**src/hw/dma_dest_cfg.svh**
```systemverilog
// register offsets, field positions, codes and reset values of the dma channel slice
`ifndef DMA_DEST_CFG_SVH
`define DMA_DEST_CFG_SVH

// register indexes, byte address is four times the index
`define CH_CTRL_IDX 6'h00
`define CH_STATUS_IDX 6'h01
`define ADDR_CTRL_IDX 6'h02
`define TRIG_SEL_IDX 6'h03
`define COUNT_LO_IDX 6'h04
`define COUNT_HI_IDX 6'h05
`define TARGET_PTR_IDX 6'h0c

// channel control fields
`define CTRL_ENABLE_BIT 7
`define CTRL_SWREQ_BIT 4
`define CTRL_SINGLE_BIT 2
`define CTRL_BURST_LSB 0

// channel status fields
`define STAT_BUSY_BIT 7
`define STAT_PEND_BIT 6
`define STAT_DONE_BIT 4

// address control fields
`define ADDR_RET_LSB 2
`define ADDR_STEP_LSB 0

// destination return codes
`define RET_NONE 2'h0
`define RET_BLOCK 2'h1
`define RET_BURST 2'h2
`define RET_TRANSACTION 2'h3

// destination step codes
`define STEP_FIXED 2'h0
`define STEP_INC 2'h1
`define STEP_DEC 2'h2

// trigger base codes
`define TRIG_OFF 8'h00
`define TRIG_EVT_BASE 8'h01
`define TRIG_CRYPTO_BASE 8'h04
`define TRIG_CONV_BASE 8'h10
`define TRIG_TMR0_C 8'h40
`define TRIG_TMR1_C 8'h46
`define TRIG_SPI_C 8'h4a
`define TRIG_USART_C 8'h4b
`define TRIG_TMR0_D 8'h60
`define TRIG_SPI_D 8'h6a
`define TRIG_USART_D 8'h6b
`define TRIG_TMR0_E 8'h80
`define TRIG_USART_E 8'h8b
`define TRIG_TMR0_F 8'ha0
`define TRIG_USART_F 8'hab

// trigger counts per module type
`define TRIG_EVT_N 8'h03
`define TRIG_TMR0_N 8'h06
`define TRIG_TMR1_N 8'h04
`define TRIG_USART_N 8'h02

// reset values, and the count loaded when a block starts at zero
`define COUNT_RESET 16'h0001
`define COUNT_ZERO_LOAD 16'hffff
`define TRIG_SEL_RESET 8'h00

`endif

```
**src/hw/dma_dest_pkg.sv**
```systemverilog
// types shared by the dma channel slice
package dma_dest_pkg;

   // channel sequencer states
   typedef enum logic [1:0] {
      ST_IDLE,
      ST_ARMED,
      ST_MOVE
   } chan_state_t;

   // complete channel state, registered as one word
   typedef struct packed {
      chan_state_t state;
      logic ack;
      logic [31:0] rdata;
      logic enable;
      logic single;
      logic [1:0] burst_len;
      logic sw_req;
      logic busy;
      logic done;
      logic [1:0] dest_return_sel;
      logic [1:0] dest_step_sel;
      logic [7:0] trigger_select;
      logic [15:0] block_byte_count;
      logic [15:0] count_reload;
      logic [7:0] temp;
      logic [23:0] target_pointer;
      logic [23:0] pointer_init;
      logic [3:0] burst_left;
      logic trig_ack;
   } chan_reg_t;

endpackage

```
**src/hw/trig_if.sv**
```systemverilog
// selector and decoded hit between channel and trigger decoder
`timescale 1ns/1ps
interface trig_if;
   logic [7:0] sel; // current selector code
   logic hit; // selected request is active

   modport chan (output sel, input hit);
   modport dec (input sel, output hit);
endinterface

```
**src/hw/trig_decode.sv**
```systemverilog
// trigger selector decoder for the dma channel
`timescale 1ns/1ps
`include "dma_dest_cfg.svh"
module trig_decode import dma_dest_pkg::*; #(
   parameter logic [13:0] PRESENT = 14'h3fff
) (
   trig_if.dec trig,
   input wire logic [2:0] evt_req,
   input wire logic crypto_req,
   input wire logic conv_req,
   input wire logic [23:0] tmr0_req,
   input wire logic [3:0] tmr1_req,
   input wire logic [1:0] spi_req,
   input wire logic [7:0] usart_req
);

   // first timer bases, ports c d e f
   localparam logic [7:0] TMR0_BASE [4] = '{`TRIG_TMR0_C, `TRIG_TMR0_D, `TRIG_TMR0_E, `TRIG_TMR0_F};
   // serial bases, ports c d e f
   localparam logic [7:0] USART_BASE [4] = '{`TRIG_USART_C, `TRIG_USART_D, `TRIG_USART_E, `TRIG_USART_F};
   localparam logic [7:0] SPI_BASE [2] = '{`TRIG_SPI_C, `TRIG_SPI_D};
   // presence bit of each module
   localparam int TMR0_PRES [4] = '{3, 7, 10, 12};
   localparam int USART_PRES [4] = '{6, 9, 11, 13};
   localparam int SPI_PRES [2] = '{5, 8};

   // true when code lies in base .. base+n-1
   function automatic logic in_range(input logic [7:0] code, input logic [7:0] base, input logic [7:0] n);
      in_range = (code >= base) && ((code - base) < n);
   endfunction

   // pick the one request named by the selector
   always_comb begin
      logic [7:0] off;
      off = 8'h00;
      trig.hit = 1'b0; // absent modules and unused codes give nothing R12
      if (in_range(trig.sel, `TRIG_EVT_BASE, `TRIG_EVT_N)) begin
         off = trig.sel - `TRIG_EVT_BASE;
         trig.hit = PRESENT[0] & evt_req[off[1:0]];
      end
      if (trig.sel == `TRIG_CRYPTO_BASE) begin
         trig.hit = PRESENT[1] & crypto_req;
      end
      if (trig.sel == `TRIG_CONV_BASE) begin
         trig.hit = PRESENT[2] & conv_req;
      end
      for (int i = 0; i < 4; i++) begin
         if (in_range(trig.sel, TMR0_BASE[i], `TRIG_TMR0_N)) begin
            off = trig.sel - TMR0_BASE[i];
            trig.hit = PRESENT[TMR0_PRES[i]] & tmr0_req[i*6 + int'(off[2:0])];
         end
         if (trig.sel == USART_BASE[i] || trig.sel == USART_BASE[i] + 8'h01) begin
            off = trig.sel - USART_BASE[i];
            trig.hit = PRESENT[USART_PRES[i]] & usart_req[i*2 + int'(off[0])];
         end
      end
      // second timer type has no compare c or d R10
      if (in_range(trig.sel, `TRIG_TMR1_C, `TRIG_TMR1_N)) begin
         off = trig.sel - `TRIG_TMR1_C;
         trig.hit = PRESENT[4] & tmr1_req[off[1:0]];
      end
      for (int i = 0; i < 2; i++) begin
         if (trig.sel == SPI_BASE[i]) begin
            trig.hit = PRESENT[SPI_PRES[i]] & spi_req[i];
         end
      end
   end

endmodule

```
**src/hw/dma_dest_chan.sv**
```systemverilog
// dma channel slice: destination return and step, trigger select, block byte count
//
// Local design decision: the Wishbone slave port.
`timescale 1ns/1ps
`include "dma_dest_cfg.svh"
// Summary of operation
// return field picks when pointer restores
// return field frozen while channel busy
// step field: fixed, increment, decrement; 11 reserved
// step field frozen while channel busy
// selector chooses trigger; zero means software only
// software adds offset to module base
// decode event, crypto, converter, timer, serial bases
// event offsets select event channels zero to two
// timer offsets: wrap, error, compare a-d
// compare c and d only on first timers
// serial offsets: receive done, transmit empty
// absent module codes yield no trigger
// withdrawn peripheral request is simply lost
// peripheral drops request when its register accessed
// sixteen bit count, minus one per byte
// count restores last written value at zero
// count zero gives 0xffff byte transfers
// count resets to one
// pointer steps after each byte per step field
// count bytes pass through shared temp byte
// hardware trigger needs enable and nonzero selector
module dma_dest_chan import dma_dest_pkg::*; #(
   parameter logic [13:0] PRESENT = 14'h3fff
) (
   input wire logic core_clk,
   input wire logic reset_n,
   input wire logic clk_en,
   // wishbone slave
   input wire logic wb_cyc_i,
   input wire logic wb_stb_i,
   input wire logic wb_we_i,
   input wire logic [7:0] wb_adr_i,
   input wire logic [3:0] wb_sel_i,
   input wire logic [31:0] wb_dat_i,
   output logic [31:0] wb_dat_o,
   output logic wb_ack_o,
   // trigger requests from peripherals
   input wire logic [2:0] evt_req,
   input wire logic crypto_req,
   input wire logic conv_req,
   input wire logic [23:0] tmr0_req,
   input wire logic [3:0] tmr1_req,
   input wire logic [1:0] spi_req,
   input wire logic [7:0] usart_req,
   output logic trigger_ack,
   // byte mover handshake
   output logic xfer_req,
   output logic [23:0] xfer_addr,
   input wire logic xfer_done,
   output logic chan_busy
);

   chan_reg_t st_r; // registered state
   chan_reg_t st_nxt; // next state
   trig_if trig ();

   // decoder sees the live selector
   assign trig.sel = st_r.trigger_select;

   trig_decode #(
      .PRESENT(PRESENT)
   ) u_decode (
      .trig(trig),
      .evt_req(evt_req),
      .crypto_req(crypto_req),
      .conv_req(conv_req),
      .tmr0_req(tmr0_req),
      .tmr1_req(tmr1_req),
      .spi_req(spi_req),
      .usart_req(usart_req)
   );

   // bytes in one burst from the two bit code
   function automatic logic [3:0] burst_bytes(input logic [1:0] code);
      burst_bytes = 4'h1 << code;
   endfunction

   // next pointer after one byte
   function automatic logic [23:0] step_ptr(input logic [23:0] ptr, input logic [1:0] mode);
      unique case (mode)
         `STEP_INC: step_ptr = ptr + 24'h000001;
         `STEP_DEC: step_ptr = ptr - 24'h000001;
         default: step_ptr = ptr; // fixed, and reserved code held fixed
      endcase
   endfunction

   // combinational next state
   always_comb begin
      logic bus_go;
      logic wr;
      logic rd;
      logic [5:0] idx;
      logic trig_hw;
      logic start;
      logic [15:0] cnt_dec;
      logic [7:0] wbyte;
      bus_go = 1'b0;
      wr = 1'b0;
      rd = 1'b0;
      idx = 6'h00;
      trig_hw = 1'b0;
      start = 1'b0;
      cnt_dec = 16'h0000;
      wbyte = 8'h00;
      st_nxt = st_r;
      st_nxt.ack = 1'b0;
      st_nxt.trig_ack = 1'b0;

      // bus decode; one cycle wait, ack dropped the cycle after
      bus_go = wb_cyc_i & wb_stb_i & ~st_r.ack;
      wr = bus_go & wb_we_i;
      rd = bus_go & ~wb_we_i;
      idx = wb_adr_i[7:2];
      wbyte = wb_dat_i[7:0];
      if (bus_go) begin
         st_nxt.ack = 1'b1;
         st_nxt.rdata = 32'h00000000; // unmapped reads return zero
      end

      // register reads
      if (rd) begin
         unique case (idx)
            `CH_CTRL_IDX: begin
               st_nxt.rdata[`CTRL_ENABLE_BIT] = st_r.enable;
               st_nxt.rdata[`CTRL_SWREQ_BIT] = st_r.sw_req;
               st_nxt.rdata[`CTRL_SINGLE_BIT] = st_r.single;
               st_nxt.rdata[`CTRL_BURST_LSB +: 2] = st_r.burst_len;
            end
            `CH_STATUS_IDX: begin
               st_nxt.rdata[`STAT_BUSY_BIT] = st_r.busy;
               st_nxt.rdata[`STAT_PEND_BIT] = (st_r.state == ST_ARMED) & trig.hit;
               st_nxt.rdata[`STAT_DONE_BIT] = st_r.done;
            end
            `ADDR_CTRL_IDX: begin
               st_nxt.rdata[`ADDR_RET_LSB +: 2] = st_r.dest_return_sel;
               st_nxt.rdata[`ADDR_STEP_LSB +: 2] = st_r.dest_step_sel;
            end
            `TRIG_SEL_IDX: st_nxt.rdata[7:0] = st_r.trigger_select;
            `COUNT_LO_IDX: begin
               // low read parks high byte so the pair reads atomically
               st_nxt.rdata[7:0] = st_r.block_byte_count[7:0];
               st_nxt.temp = st_r.block_byte_count[15:8];
            end
            `COUNT_HI_IDX: st_nxt.rdata[7:0] = st_r.temp;
            `TARGET_PTR_IDX: st_nxt.rdata[23:0] = st_r.target_pointer;
            default: ;
         endcase
      end

      // register writes, byte lane zero carries the 8-bit registers
      if (wr && wb_sel_i[0]) begin
         unique case (idx)
            `CH_CTRL_IDX: begin
               st_nxt.enable = wbyte[`CTRL_ENABLE_BIT];
               // single shot only changes while disabled
               if (!st_r.enable) begin
                  st_nxt.single = wbyte[`CTRL_SINGLE_BIT];
               end
               if (!st_r.busy) begin
                  st_nxt.burst_len = wbyte[`CTRL_BURST_LSB +: 2];
               end
               // software request only counts on an enabled channel
               if (wbyte[`CTRL_SWREQ_BIT] && wbyte[`CTRL_ENABLE_BIT]) begin
                  st_nxt.sw_req = 1'b1;
               end
            end
            `CH_STATUS_IDX: begin
               if (wbyte[`STAT_DONE_BIT]) begin
                  st_nxt.done = 1'b0; // write one clears, engine set below wins
               end
            end
            `ADDR_CTRL_IDX: begin
               if (!st_r.busy) begin
                  st_nxt.dest_return_sel = wbyte[`ADDR_RET_LSB +: 2];
                  st_nxt.dest_step_sel = wbyte[`ADDR_STEP_LSB +: 2];
               end
            end
            `TRIG_SEL_IDX: st_nxt.trigger_select = wbyte;
            `COUNT_LO_IDX: st_nxt.temp = wbyte;
            `COUNT_HI_IDX: begin
               // high write commits both bytes at once
               st_nxt.count_reload = {wbyte, st_r.temp};
               if (!st_r.busy) begin
                  st_nxt.block_byte_count = {wbyte, st_r.temp};
               end
            end
            default: ;
         endcase
      end
      // pointer takes each written byte lane, start value kept for returns
      if (wr && idx == `TARGET_PTR_IDX) begin
         for (int b = 0; b < 3; b++) begin
            if (wb_sel_i[b]) begin
               st_nxt.pointer_init[b*8 +: 8] = wb_dat_i[b*8 +: 8];
               st_nxt.target_pointer[b*8 +: 8] = wb_dat_i[b*8 +: 8];
            end
         end
      end

      // a hardware request counts only on an enabled channel with a selector
      trig_hw = trig.hit & (st_r.trigger_select != `TRIG_OFF) & st_r.enable;
      start = trig_hw | st_r.sw_req;
      cnt_dec = st_r.block_byte_count - 16'h0001;

      // channel sequencer
      unique case (st_r.state)
         ST_IDLE: begin
            if (st_r.enable) begin
               st_nxt.state = ST_ARMED;
            end
         end
         ST_ARMED: begin
            if (!st_r.enable) begin
               st_nxt.state = ST_IDLE;
               st_nxt.busy = 1'b0;
               st_nxt.sw_req = 1'b0;
            end else if (start) begin
               // a request withdrawn before this edge was never seen R13
               st_nxt.state = ST_MOVE;
               st_nxt.busy = 1'b1;
               st_nxt.sw_req = 1'b0;
               st_nxt.trig_ack = trig_hw; // lets the source withdraw R14
               st_nxt.burst_left = burst_bytes(st_r.burst_len); // bytes left in the burst that starts here, from burst_len
               if (!st_r.busy && st_r.block_byte_count == 16'h0000) begin
                  st_nxt.block_byte_count = `COUNT_ZERO_LOAD;
               end
            end
         end
         ST_MOVE: begin
            if (!st_r.enable) begin
               // software disable aborts mid block
               st_nxt.state = ST_IDLE;
               st_nxt.busy = 1'b0;
            end else if (xfer_done) begin
               st_nxt.target_pointer = step_ptr(st_r.target_pointer, st_r.dest_step_sel);
               st_nxt.block_byte_count = cnt_dec;
               st_nxt.burst_left = st_r.burst_left - 4'h1;
               if (cnt_dec == 16'h0000) begin
                  // block end, which here is also transaction end
                  st_nxt.block_byte_count = st_r.count_reload;
                  st_nxt.state = ST_IDLE;
                  st_nxt.busy = 1'b0;
                  st_nxt.enable = 1'b0;
                  st_nxt.done = 1'b1;
                  if (st_r.dest_return_sel != `RET_NONE) begin
                     st_nxt.target_pointer = st_r.pointer_init;
                  end
               end else if (st_r.burst_left == 4'h1) begin
                  if (st_r.dest_return_sel == `RET_BURST) begin
                     st_nxt.target_pointer = st_r.pointer_init;
                  end
                  // single shot waits for the next trigger per burst
                  if (st_r.single) begin
                     st_nxt.state = ST_ARMED;
                  end else begin
                     st_nxt.burst_left = burst_bytes(st_r.burst_len);
                  end
               end
            end
         end
         // unused state code falls back to idle
         default: st_nxt.state = ST_IDLE;
      endcase
   end

   // state register, frozen while clock enable is low
   always_ff @(posedge core_clk or negedge reset_n) begin
      if (!reset_n) begin
         st_r <= '0;
         st_r.state <= ST_IDLE;
         st_r.trigger_select <= `TRIG_SEL_RESET;
         st_r.block_byte_count <= `COUNT_RESET;
         st_r.count_reload <= `COUNT_RESET;
      end else if (clk_en) begin
         st_r <= st_nxt;
      end
   end

   // outputs
   assign wb_dat_o = st_r.rdata;
   assign wb_ack_o = st_r.ack;
   assign trigger_ack = st_r.trig_ack;
   assign xfer_req = (st_r.state == ST_MOVE) & st_r.enable;
   assign xfer_addr = st_r.target_pointer;
   assign chan_busy = st_r.busy;

endmodule

```
**config.mk**
```make
export PLATFORM = sky130hd
export DESIGN_NAME = dma_dest_chan
export DESIGN_NICKNAME = d
export VERILOG_FILES = /design/src/hw/dma_dest_pkg.sv /design/src/hw/trig_if.sv /design/src/hw/trig_decode.sv /design/src/hw/dma_dest_chan.sv
export VERILOG_INCLUDE_DIRS = /design/src /design/src/hw
export SDC_FILE = /design/constraint.sdc
export NUM_CORES = 1
export LEC_CHECK = 0
export ABC_AREA = 1
export BUFFER_PORTS_ARGS = -buffer_cell sky130_fd_sc_hd__buf_2
export CAP_MARGIN = 20
export CORE_MARGIN = 2
export CORE_UTILIZATION = 45
export CTS_BUF_LIST = sky130_fd_sc_hd__clkbuf_16
export CTS_CLUSTER_DIAMETER = 60
export DETAILED_ROUTE_END_ITERATION = 6
export PLACE_DENSITY = 0.63
export SYNTH_ARGS = -nofsm -noshare
export SYNTH_HDL_FRONTEND = slang
export SYNTH_SLANG_ARGS = --single-unit
export TNS_END_PERCENT = 1
```
**constraint.sdc**
```tcl
create_clock -name core_clk -period 4.18 [get_ports core_clk]
set_clock_uncertainty 0.05 [all_clocks]
set_input_delay 0.209 -clock core_clk [delete_from_list [all_inputs] [get_ports core_clk]]
set_output_delay 0.209 -clock core_clk [all_outputs]
set_load 0.05 [all_outputs]
```
# --- After elaboration in Yosys (flattened, before gate mapping) ---
# Cells that the tools add are included.
classes:
  muxes: 118
  n_reduce_logical: 33
  n_bitwise: 13
  shifts: 1
  order_cmp: 22
  addsub: 20
  eq_ne: 34
op_table:
  columns: ["operator", "count"]
  rows:
  - ["$mux W24", 8]
  - ["$mux W16", 8]
  - ["$lt A32 B5 Y1 const B", 3]
  - ["$lt A32 B7 Y1 const B", 3]
  - ["$mux W8", 10]
  - ["$mux W53", 1]
  - ["$eq A8 B7 Y1 const B", 6]
  - ["$mux W48", 1]
  - ["$pmux W24 S2", 1]
  - ["$mux W1", 44]
  - ["$lt A8 B3 Y1 const B", 5]
  - ["$mux W33", 1]
  - ["$eq A8 B8 Y1 const B", 4]
  - ["$logic_not A16 Y1", 2]
  - ["$mux W32", 1]
  - ["$pmux W16 S2", 1]
  - ["$mux W4", 7]
  - ["$mux W2", 13]
  - ["$add A24 B1 Y24 const B", 1]
  - ["$ge A8 B7 Y1 const B", 3]
  - ["$sub A24 B1 Y24 const B", 1]
  - ["$sub A8 B7 Y8 const B", 3]
  - ["$mux W5", 4]
  - ["$pmux W3 S6", 1]
  - ["other kinds (52)", 109]
word_totals:
  output_inout_bits: 60
  regBits: 139

# --- Longest topological paths before layout ---
# Gate-level depths: netlist of the first run.
depth:
  word_depth: 23
  mapped_depth: 29

# --- Cells and area by module ---
# A second synthesis of the first run with hierarchy kept.
unflattened:
  cells_unflattened: 2014
  hier_area_um2: 12278.0
by_module_without_submodules:
  columns: ["module", "n_inst", "cells_per_inst", "area_per_inst_um2"]
  rows:
  - ["dma_dest_chan", 1, 1808, 11254.5]
  - ["trig_decode", 1, 206, 1023.5]

# --- Worst setup path before layout of the first run ---
# OpenSTA, ideal clock, no wires.
synth_path:
  kind: "reg2reg"
  startpoint: "register st_r[101] (netlist name)"
  endpoint: "register st_r (netlist bit xfer_addr[13])"
  synth_period_minus_slack_ns: 3.251
  setup_slack_ns: 0.929
  path_buffers: 0
  arrival_ns: 3.072
  stages_incl_launch_ff: 19
  path_cell_list: "dfrtp_1 > inv_1 > ha_1 > ha_1 > a21oi_1 > nand2_1 > a21boi_1 > o21ai_1 > a21oi_1 > o21ai_1 > a21oi_1 > inv_1 > or2_1 > nand3_1 > o21ai_1 > o21ai_0 > nand3_1 > nand2_1 > o21ai_1"
synth_between:
  elab_chain_len: 8
  elab_cells_between_ends: 10
  classes_between: "2 x eq/ne; 8 x mux"
synth_lines:
  columns: ["element", "line_no", "source"]
  rows:
  - ["start, declared", "dma_dest_chan.sv:59", "chan_reg_t st_r;"]
  - ["start signal, assigned", "dma_dest_chan.sv:281", "st_r <= st_nxt;"]
  - ["$eq A2 B2 Y1 / $eq A2 B1 Y1 (equally long branches)", "dma_dest_chan.sv:86", "unique case (mode)"]
  - ["$pmux W24 S2 (*)", "dma_dest_chan.sv:86", null]
  - ["$mux W24", "dma_dest_chan.sv:255", "if (st_r.dest_return_sel == `RET_BURST) begin"]
  - ["$mux W24", "dma_dest_chan.sv:254", "end else if (st_r.burst_left == 4'h1) begin"]
  - ["$mux W24 (*)", "dma_dest_chan.sv:244", "if (cnt_dec == 16'h0000) begin"]
  - ["$mux W24 (*)", "dma_dest_chan.sv:240", "end else if (xfer_done) begin"]
  - ["$mux W24 (*)", "dma_dest_chan.sv:236", "if (!st_r.enable) begin"]
  - ["$mux W24 (*)", "dma_dest_chan.sv:212", "unique case (st_r.state)"]
# Every way passes the cells marked *; elsewhere a longest branch is shown, timed or not.
# A chain may end at the register's enable or synchronous reset.

# --- Worst setup path in the final report of the first run ---
layout_path:
  startpoint: "register st_r[101] (netlist name)"
  endpoint: "register st_r (netlist bit xfer_addr[21])"
# The elaborated chain is that of the path after synthesis.

==> results.md, run 1 <==
* DRC viols at 0
* Synth unique cells at 63
* Chip width at 163 microns
* Leakage power at 6.26 nW
* Area Overhead vs Synth at 11.6%
* Initial DRC Count at 920
* Area contributors post-synth: dfrtp_1, nand2_1, o21ai_0
* Critical Path RT at 4.41 ns
* Number of flops mapped to enable cells by yosys at 0
* DR WL/cell at 17.5 microns
* Clk_lat worst skew at 0.44 ns
* TritonCTS buffer count at 17
* DPL Wire Length at 26.3 mm
* Critical-path maximum fanout at 25
* Crit Path Class: reg2reg
* Final hold violation count at 0
* Worst r2r src: st_r[101]$_DFFE_PN0P_
* Worst Reg-to-Reg Cells at 16
* CP endpoint kind: flip-flop
* Startpoint class of the critical path: flip-flop
* Gpl congestion at 0.945
* Gate count of the mapped netlist at 1,680
* Top-area cell type share of the netlist area at 30.1%
* Post-Place Cells at 2,045
* Layout cells sized above 1 at 13.4%
* Via-per-instance ratio at 5.52
* CP peak stage delay at 0.53 ns
* RSZ-0062 raised after global routing: false
* Clock buffer depth at 2
* Fillers at 2,562
* FFs w/ async S/R, synth at 100%
* Clk slew on worst S/H paths at 0.07 ns
* Final std cells w/o fill at 2,099
* Remaining global-route overflow at 0
* Most used cell, CP: nand2_1
* Average cell area after synthesis at 6.79 sq um
* Final nets at 1,892
* Worst Path Buf+Inv at 2
* Max frequency at 278 MHz
* WHS Path Cells at 3
* Number of H-tree levels at 4
* CP max-delay cell: nor4_1
* Min-Delay Path Class: in2reg
* Fin crit share at 86.1%
* Placed standard-cell area at 11,900 sq um
* Root buf cell: clkbuf_16
* Most frequent cells in the layout: nand2_1, o21ai_0, inv_1, dfrtp_1, buf_2
* Worst-Margin Slew at 1.02 ns
* Maximum vdd drop at 0.345 mV
* Final ANT Viol Nets at 0
* Chip Height at 163 microns
* All-layer global routing usage at 28.0%
* Yosys reg bits at 139
* Antenna violations before repair at 1
* Syn Std Cell Area at 11,400 sq um
* Max Cap Viol at 0
* Ys Warns at 0
* Global-route wire length before repair at 58.6 mm
* Slew Limit Fails at 0
* Post_cts resized at 0
* Worst min-delay path endpoint: st_r[72]$_DFFE_PN0P_
* Cell family with most CP delay: simple AND/OR/NAND/NOR gates
* Flop2flop setup slack at 0.58 ns
* Top-Level Pins at 154
* Routed WL at 36.8 mm
* Sequential area share after synthesis at 30.5%
* Die Footprint at 26,600 sq um
* Critical-path cell list: inv_1 -> ha_1 -> buf_4 -> ha_1 -> nand2_1 -> nor4_1 -> nand4_1 -> nand3_1 -> a31o_2 -> o21ai_0 -> o22ai_1 -> nand2_1 -> o211ai_1 -> nand3_1 -> nand2_1 -> o21ai_0
* Final setup viols at 0
* CTS tree: done
* Final instance area at 12,700 sq um
* Vias at 11,600
* Slew HR at 32.2%
* Area of the core at 25,000 sq um
* Port-buffer cells at 134
* Pwr Total at 6.35 mW
* RR Endpoint: xfer_addr[21]$_DFFE_PN0P_
* Largest net degree at the start of global routing at 81
* Commonest non-fill, non-tap cell in the layout: nand2_1
* TritonCTS Sinks at 139
* Cell taking the most area after synthesis: dfrtp_1
* CP arrival at 3.83 ns
* Setup_tns at 0 ns
* Cell row count at 58
* PwrDens at 499 nW/um^2
* Starting density of the core at 45.5%
* Min-Delay Startpoint: wb_dat_i[3]
* Min Tclk post-route at 3.60 ns
* TritonRoute pass-1 iters at 7
* Vias in the first global route at 10,900
* Top FF cell, synth: dfrtp_1
* Status: complete, no violations
-- final cells by class --
type | instances | area [sq um] | share of cell area, %
Antenna cell | 1 | 2.50 | 0.0197
Clock buffer | 17 | 425 | 3.34
Clock inverter | 15 | 175 | 1.38
Inverter | 211 | 792 | 6.22
Multi-Input combinational cell | 1210 | 6370 | 50.0
Sequential cell | 139 | 3480 | 27.4
Tap cell | 330 | 413 | 3.24
Timing Repair Buffer | 176 | 1070 | 8.39
-- per-stage QoR --
step           setup slack (ns)  hold WS (ns)  util (%)
3_5_place_dp              0.700         0.263      47.6
4_1_cts                   0.670       0.00369      50.8
2_1_floorplan             0.929        -0.137         -
5_1_grt                   0.228        0.0395      50.8
3_3_place_gp              0.698         0.262      47.6
6_report                  0.581        0.0262      50.8
-- where the power goes --
group          internal (mW)  total [mW]  switching (mW)
clock                  0.939        1.58           0.637
combinational          0.908        2.85            1.94
sequential              1.58        1.93           0.347
total                   3.43        6.35            2.92
-- worst reg2reg max path, cell delays in order (launching register included) --
cell,delay [ns]
dfrtp_1,0.34
inv_1,0.06
ha_1,0.18
buf_4,0.23
ha_1,0.45
nand2_1,0.13
nor4_1,0.53
nand4_1,0.22
nand3_1,0.27
a31o_2,0.22
o21ai_0,0.08
o22ai_1,0.20
nand2_1,0.09
o211ai_1,0.11
nand3_1,0.14
nand2_1,0.08
o21ai_0,0.07
-- cells by family (layout without fill, tap and decap cells) --
kind of cell / after synthesis / in the layout / share of synthesized area [%]
XOR/XNOR: 23 / 23 / 1.90
AO/OA/AOI/OAI: 472 / 472 / 23.6
buffers and inverters: 338 / 419 / 13.9
multiplexers: 9 / 9 / 0.801
AND/OR/NAND/NOR: 655 / 655 / 24.5
other: 1 / 9 / 0.0329
adder cells (fa/ha/maj): 43 / 43 / 4.78
flip-flops: 139 / 139 / 30.5
-- how the worst max path moves through the flow --
stage                                      from                   endpoint  depth (start not counted)
after floorplan           st_r[101]$_DFFE_PN0P_  xfer_addr[13]$_DFFE_PN0P_                         18
after global placement    st_r[101]$_DFFE_PN0P_  xfer_addr[21]$_DFFE_PN0P_                         16
after detailed placement  st_r[101]$_DFFE_PN0P_  xfer_addr[12]$_DFFE_PN0P_                         18
after CTS                 st_r[101]$_DFFE_PN0P_  xfer_addr[21]$_DFFE_PN0P_                         16
after global routing      st_r[101]$_DFFE_PN0P_  xfer_addr[12]$_DFFE_PN0P_                         18
final                     st_r[101]$_DFFE_PN0P_  xfer_addr[21]$_DFFE_PN0P_                         16
-- metal layers --
layer	share of wire, %	global-route usage (%)	vias up
met5	0	0	-
met1	45	38.9	5477
met2	47	44.7	386
met3	6.3	4.27	48
li1	-	-	5685
met4	2.1	9.13	0
-- synthesized netlist by cell type (5+ instances only) --
| master | count |
|---|---|
| buf_2 | 16 |
| inv_2 | 6 |
| o221ai_1 | 7 |
| nor3_1 | 13 |
| or2_2 | 13 |
| buf_4 | 58 |
| o22ai_1 | 17 |
| o21ai_0 | 214 |
| dfrtp_1 | 137 |
| nand3_1 | 72 |
| a21oi_1 | 106 |
| nand2_1 | 409 |
| o21ai_1 | 32 |
| inv_1 | 203 |
| o21a_1 | 8 |
| nor2_2 | 7 |
| o31ai_1 | 5 |
| nand4_1 | 15 |
| buf_6 | 10 |
| o211ai_1 | 40 |
| clkbuf_1 | 40 |
| o311ai_0 | 14 |
| ha_1 | 42 |
| nor2_1 | 100 |
| xor2_1 | 17 |
| mux2i_1 | 8 |
-- repair_timing --
item / 4_1_cts / 5_1_grt
hold endpoints to repair: 95 / 0
hold buffers: 20 / 0
setup buffers: 0 / 0
-- flip-flops by register name (all words and copies together), names as in the netlist --
signal	count
xfer_addr	24
st_r	80
trig.sel	8
chan_busy	1
trigger_ack	1
wb_ack_o	1
wb_dat_o	24
Power figures use the tool's default switching activity.
==> run 2, diff against run 1 <==
==> constraint.sdc (replaced) <==
create_clock -name core_clk -period 3.6 [get_ports core_clk]
set_clock_uncertainty 0.05 [all_clocks]
set_input_delay 0.18 -clock core_clk [delete_from_list [all_inputs] [get_ports core_clk]]
set_output_delay 0.18 -clock core_clk [all_outputs]
set_load 0.05 [all_outputs]
==> run 2 against run 1 <==
Power is 16% higher; clock-buffer cell count unchanged; worst hold slack lost 0.0061 ns; via count up 0.85%; critical endpoint is now xfer_addr[20]$_DFFE_PN0P_; highest routed layer unchanged.
==> results.md, run 2 (synthesized netlist as in run 1, its figures left out) <==
* Status: complete, no violations
* Min Tclk post-route at 3.25 ns
* All-layer global routing usage at 28.2%
* Gpl congestion at 0.941
* Commonest non-fill, non-tap cell in the layout: nand2_1
* Root buf cell: clkbuf_16
* Chip Height at 163 microns
* Startpoint class of the critical path: flip-flop
* Pwr Total at 7.36 mW
* TritonCTS buffer count at 17
* Initial DRC Count at 994
* Vias at 11,700
* Biggest register: st_r
* Fin crit share at 90.3%
* Chip width at 163 microns
* Routed WL at 37.2 mm
* Port-buffer cells at 134
* Final setup viols at 0
* Leakage power at 6.30 nW
* DR WL/cell at 17.6 microns
* PwrDens at 575 nW/um^2
* Slew HR at 8.36%
* Clk slew on worst S/H paths at 0.07 ns
* CTS tree: done
* Number of H-tree levels at 4
* Largest net degree at the start of global routing at 91
* Flop2flop setup slack at 0.35 ns
* RR Endpoint: xfer_addr[20]$_DFFE_PN0P_
* Setup_tns at 0 ns
* Final nets at 1,906
* DPL Wire Length at 27.2 mm
* DRC viols at 0
* Max reg flops at 80
* Final hold violation count at 0
* Min-Delay Startpoint: wb_dat_i[3]
* Cell row count at 58
* Die Footprint at 26,600 sq um
* Worst min-delay path endpoint: st_r[72]$_DFFE_PN0P_
* Max frequency at 308 MHz
* Via-per-instance ratio at 5.54
* CP arrival at 3.54 ns
* Area of the core at 25,000 sq um
* Starting density of the core at 45.5%
* Clock buffer depth at 2
* Clk_lat worst skew at 0.43 ns
* RSZ-0062 raised after global routing: false
* Final ANT Viol Nets at 0
* Most frequent cells in the layout: nand2_1, o21ai_0, inv_1, dfrtp_1, buf_2
* Max Cap Viol at 0
* Min-Delay Path Class: in2reg
* Worst-Margin Slew at 1.34 ns
* Critical Path RT at 3.89 ns
* Global-route wire length before repair at 59.0 mm
* Worst Reg-to-Reg Cells at 16
* Worst r2r src: st_r[78]$_DFFE_PN0P_
* Fillers at 2,538
* Top-Level Pins at 154
* Vias in the first global route at 11,100
* Post-Route Utilization at 51.2%
* Remaining global-route overflow at 0
* Maximum vdd drop at 0.608 mV
* Layout cells sized above 1 at 14.4%
* TritonCTS Sinks at 139
* TritonRoute pass-1 iters at 6
* Critical-path maximum fanout at 14
* CP startpoint: st_r[78]$_DFFE_PN0P_
* Area Overhead vs Synth at 12.4%
* Antenna violations before repair at 3
* Slew Limit Fails at 0
* Setup WS post-layout at 0.348 ns
* WHS Path Cells at 3
* CP endpoint kind: flip-flop
* Crit Path Class: reg2reg
* Pre-CTS setup slack at 0.189 ns
==> run 2: cell count changes in the layout (fill, tap and decap cells not counted), moves of 2 or more <==
| cell | before | now |
|---|---|---|
| buf_4 | 20 | 34 |
| clkinv_4 | 4 | 0 |
| clkinvlp_4 | 2 | 5 |
| inv_6 | 1 | 4 |
| clkinv_1 | 5 | 3 |
| clkinv_2 | 0 | 2 |
==> run 2: how the worst max path moves through the flow <==
stage | end | slack, ns | cells after the start
final | xfer_addr[20]$_DFFE_PN0P_ | 0.35 | 16
after global routing | xfer_addr[13]$_DFFE_PN0P_ | 0.06 | 18
after CTS | xfer_addr[23]$_DFFE_PN0P_ | 0.20 | 17
after detailed placement | xfer_addr[23]$_DFFE_PN0P_ | 0.19 | 17
after global placement | xfer_addr[23]$_DFFE_PN0P_ | 0.33 | 17
after floorplan | xfer_addr[13]$_DFFE_PN0P_ | 0.35 | 18
==> run 2: cell type report <==
| cell class | instances | area [sq um] | share of cell area, % |
|---|---|---|---|
| Antenna cell | 1 | 2.50 | 0.0195 |
| Clock buffer | 17 | 425 | 3.32 |
| Clock inverter | 14 | 146 | 1.14 |
| Tap cell | 330 | 413 | 3.22 |
| Sequential cell | 139 | 3480 | 27.2 |
| Inverter | 211 | 792 | 6.18 |
| Multi-Input combinational cell | 1210 | 6390 | 49.9 |
| Timing Repair Buffer | 190 | 1160 | 9.08 |
==> run 2: repair_timing <==
| action | CTS | global route |
|---|---|---|
| hold buffers | 20 | 0 |
| setup buffers | 0 | 0 |
| gates resized for setup | 0 | 5 |
| endpoints found under the hold margin | 105 | 0 |
| endpoints found under the setup margin | 0 | 10 |
==> run 2: through the flow <==
step / cell area [sq um] / cells / hold slack (ns)
floorplan: 11400 / 1687 / -0.166
global placement: 12000 / 2060 / 0.283
detailed placement: 12000 / 2060 / 0.282
CTS: 12800 / 2111 / 0.0157
global route: 12800 / 2112 / 0.0444
finish: 12800 / 2112 / 0.0201
==> run 2: power by group <==
group	internal (mW)	switching, mW
registers	1.83	0.413
logic	1.09	2.26
clock network	1.02	0.745
==> run 2: metal layers <==
metal,track usage [%],vias to the layer above,share of wire [%]
met5,0,-,0
met3,5.03,64,7.4
li1,-,5700,-
met2,44.9,455,46
met1,38.6,5475,44
met4,9.57,0,2.4
==> run 2: worst max-delay path, cell delays in order (launching register included) <==
cell and delay (ns):
dfrtp_1 0.44, inv_1 0.18, ha_1 0.26, nand3_2 0.14, nor2_2 0.14, nand2_1 0.11
nor2_2 0.14, xor2_2 0.28, nand4_1 0.12, nor2_1 0.12, nand2_1 0.28, buf_4 0.32
a21oi_1 0.14, o21ai_1 0.08, nand3_1 0.08, o21ai_0 0.12, a22oi_1 0.18
==> run 3, diff against run 2 <==
--- a/config.mk
+++ b/config.mk
@@ -14,7 +14,6 @@
 export CTS_BUF_LIST = sky130_fd_sc_hd__clkbuf_16
 export CTS_CLUSTER_DIAMETER = 60
 export DETAILED_ROUTE_END_ITERATION = 6
-export PLACE_DENSITY = 0.63
 export SYNTH_ARGS = -nofsm -noshare
 export SYNTH_HDL_FRONTEND = slang
 export SYNTH_SLANG_ARGS = --single-unit
==> run 3 against run 2 <==
Routed wire length up 0.41%; maximum frequency down 1.2%; utilization down 0.25 points; via count down 0.56%; register-to-register slack worse by 0.04 ns; largest power group unchanged; design area down 0.50%; worst hold slack worse by 0.0034 ns; combinational power about the same.
==> results.md, run 3 (synthesized netlist as in run 1, its figures left out) <==
* Vias in the first global route at 10,900
* Layout cells sized above 1 at 14.2%
* DPL Wire Length at 27.2 mm
* Critical-path maximum fanout at 15
* Global-route wire length before repair at 59.5 mm
* Worst-Margin Slew at 0.968 ns
* Starting density of the core at 45.5%
* Pre-CTS setup slack at 0.218 ns
* Multi-input gate area at 6390 sq um
* CP arrival at 3.51 ns
* CTS tree: done
* Most frequent cells in the layout: nand2_1, o21ai_0, inv_1, dfrtp_1, buf_2
* TritonCTS buffer count at 17
* RSZ-0062 raised after global routing: false
* Antenna violations before repair at 1
* Post-CTS Setup Repair Bufs at 0
* Startpoint class of the critical path: flip-flop
* Critical-path cell list: inv_1 -> ha_2 -> buf_6 -> ha_1 -> a21oi_1 -> o21ai_0 -> a21oi_1 -> nand3_1 -> nand2_1 -> nand3_1 -> a21oi_1 -> o21ai_0 -> xor2_1 -> o21ai_0 -> nand3_1 -> nand2_1 -> o21ai_1
* Status: complete, no violations
* Fillers at 2,545
* FF/Latch Area at 3480 sq um
* Area of the core at 25,000 sq um
* Psw at 3.40 mW
* Pwr Total at 7.17 mW
* Final setup viols at 0
* Setup_tns at 0 ns
* Commonest non-fill, non-tap cell in the layout: nand2_1
* Chip width at 163 microns
* Min-Delay Path Class: in2reg
* Initial DRC Count at 1,006
* Cell internal pwr at 3.77 mW
* Via-per-instance ratio at 5.51
* CP startpoint: st_r[101]$_DFFE_PN0P_
* Chip Height at 163 microns
* Clk network pwr share at 22.4%
* Final ANT Viol Nets at 0
* DRC viols at 0
* Register share of total power at 31.3%
* Combinational share of power at 46.3%
* Min Tclk post-route at 3.29 ns
* Post-Place Cells at 2,056
* Cell row count at 58
* Top-Level Pins at 154
* Final nets at 1,903
* Slew HR at 33.8%
* Vias at 11,600
* Final std cells w/o fill at 2,109
* Number of H-tree levels at 4
* Clock buffer depth at 2
* TritonRoute pass-1 iters at 7
* Remaining global-route overflow at 0
* Cell family with most CP delay: compound AO/OA/AOI/OAI gates
* CP peak stage delay at 0.39 ns
* CP endpoint kind: flip-flop
* DR WL/cell at 17.7 microns
* Biggest register: st_r
* Max frequency at 304 MHz
* Worst r2r src: st_r[101]$_DFFE_PN0P_
* Routed WL at 37.4 mm
* PwrDens at 562 nW/um^2
* Fin crit share at 91.5%
* Worst Path Buf+Inv at 2
* Max Cap Viol at 0
* TritonCTS Sinks at 139
* Flop2flop setup slack at 0.31 ns
* CP max-delay cell: dfrtp_1
* Gpl congestion at 1.01
* Die Footprint at 26,600 sq um
* Final hold violation count at 0
* Slew Limit Fails at 0
* Setup WS post-layout at 0.308 ns
* Clk slew on worst S/H paths at 0.06 ns
* Sw Share at 47.4%
* Leakage power at 6.26 nW
* Crit Path Class: reg2reg
* Worst setup path endpoint: xfer_addr[23]$_DFFE_PN0P_
* All-layer global routing usage at 28.6%
* Maximum vdd drop at 0.363 mV
* Largest net degree at the start of global routing at 92
* Port-buffer cells at 134
* Area Overhead vs Synth at 11.8%
* Root buf cell: clkbuf_16
* Worst Reg-to-Reg Cells at 17
* Levels on crit path at 17
* RR Endpoint: xfer_addr[23]$_DFFE_PN0P_
* Clk_lat worst skew at 0.43 ns
* Critical Path RT at 3.82 ns
* Max reg flops at 80
-- run 3: changes by cell type in the layout (fill, tap and decap cells not counted), moves of 2 or more --
cell       change
inv_1          +2
a21oi_1        -2
bufinv_16      -2
a21oi_2        +2
ha_2           +2
inv_6          -3
buf_4          -4
-- run 3: per-stage QoR --
| stage | util, % | instance area, sq um | hold WS (ns) |
|---|---|---|---|
| floorplan | - | 11400 | -0.166 |
| global placement | 47.9 | 12000 | 0.279 |
| detailed placement | 47.9 | 12000 | 0.276 |
| CTS | 50.7 | 12700 | 0.00597 |
| global route | 50.9 | 12800 | 0.0488 |
| finish | 50.9 | 12800 | 0.0167 |
-- run 3: area by class of cell --
class / count / area share [%]
Clock buffer: 17 / 3.34
Clock inverter: 14 / 0.667
Tap cell: 330 / 3.24
Antenna cell: 1 / 0.0196
Multi-Input combinational cell: 1210 / 50.1
Timing Repair Buffer: 187 / 9.11
Sequential cell: 139 / 27.3
Inverter: 211 / 6.21
-- run 3: worst min path at each step --
stage | from | endpoint | slack [ns] | cells after the start
detailed placement | reset_n | st_r[88]$_DFFE_PN0P_ | 0.28 | 1
floorplan | reset_n | chan_busy$_DFFE_PN0P_ | -0.17 | 0
global placement | reset_n | st_r[88]$_DFFE_PN0P_ | 0.28 | 1
finish | wb_dat_i[8] | st_r[13]$_DFFE_PN0P_ | 0.02 | 3
global route | wb_dat_i[6] | st_r[75]$_DFFE_PN0P_ | 0.05 | 3
CTS | wb_dat_i[8] | st_r[13]$_DFFE_PN0P_ | 0.006 | 3
-- run 3: what timing repair did --
| action | in CTS | in global routing |
|---|---|---|
| hold buffers | 20 | 0 |
| resized for setup | 0 | 7 |
| setup endpoints to repair | 0 | 10 |
| hold endpoints to repair | 108 | 0 |
-- run 3: layer usage --
layer / share of wire, % / routed length, microns / up-vias / track usage (%)
li1: - / - / 5705 / -
met2: 45 / 16700 / 409 / 44.3
met1: 47 / 17700 / 5464 / 41.5
met5: 0 / 0 / - / 0
met3: 6.1 / 2290 / 51 / 3.56
met4: 2.0 / 735 / 0 / 9.01
-- run 3: power by group through the flow --
stage	clock, mW	sequential (mW)	combinational (mW)
after floorplan	0	2.10	2.71
after global placement	0	2.27	3.20
after detailed placement	0	2.26	3.25
after CTS	1.62	2.24	3.29
after global routing	1.69	2.28	3.70
final	1.61	2.25	3.32
-- run 3: worst register-to-register path, delay by kind of cell (launching register included) --
| family | cells | cell delay [ns] |
|---|---|---|
| xor+xnor | 1 | 0.17 |
| buf+inv | 2 | 0.30 |
| flops | 1 | 0.39 |
| simple gates | 5 | 0.55 |
| fa+ha+maj | 2 | 0.60 |
| compound gates | 7 | 1.08 |
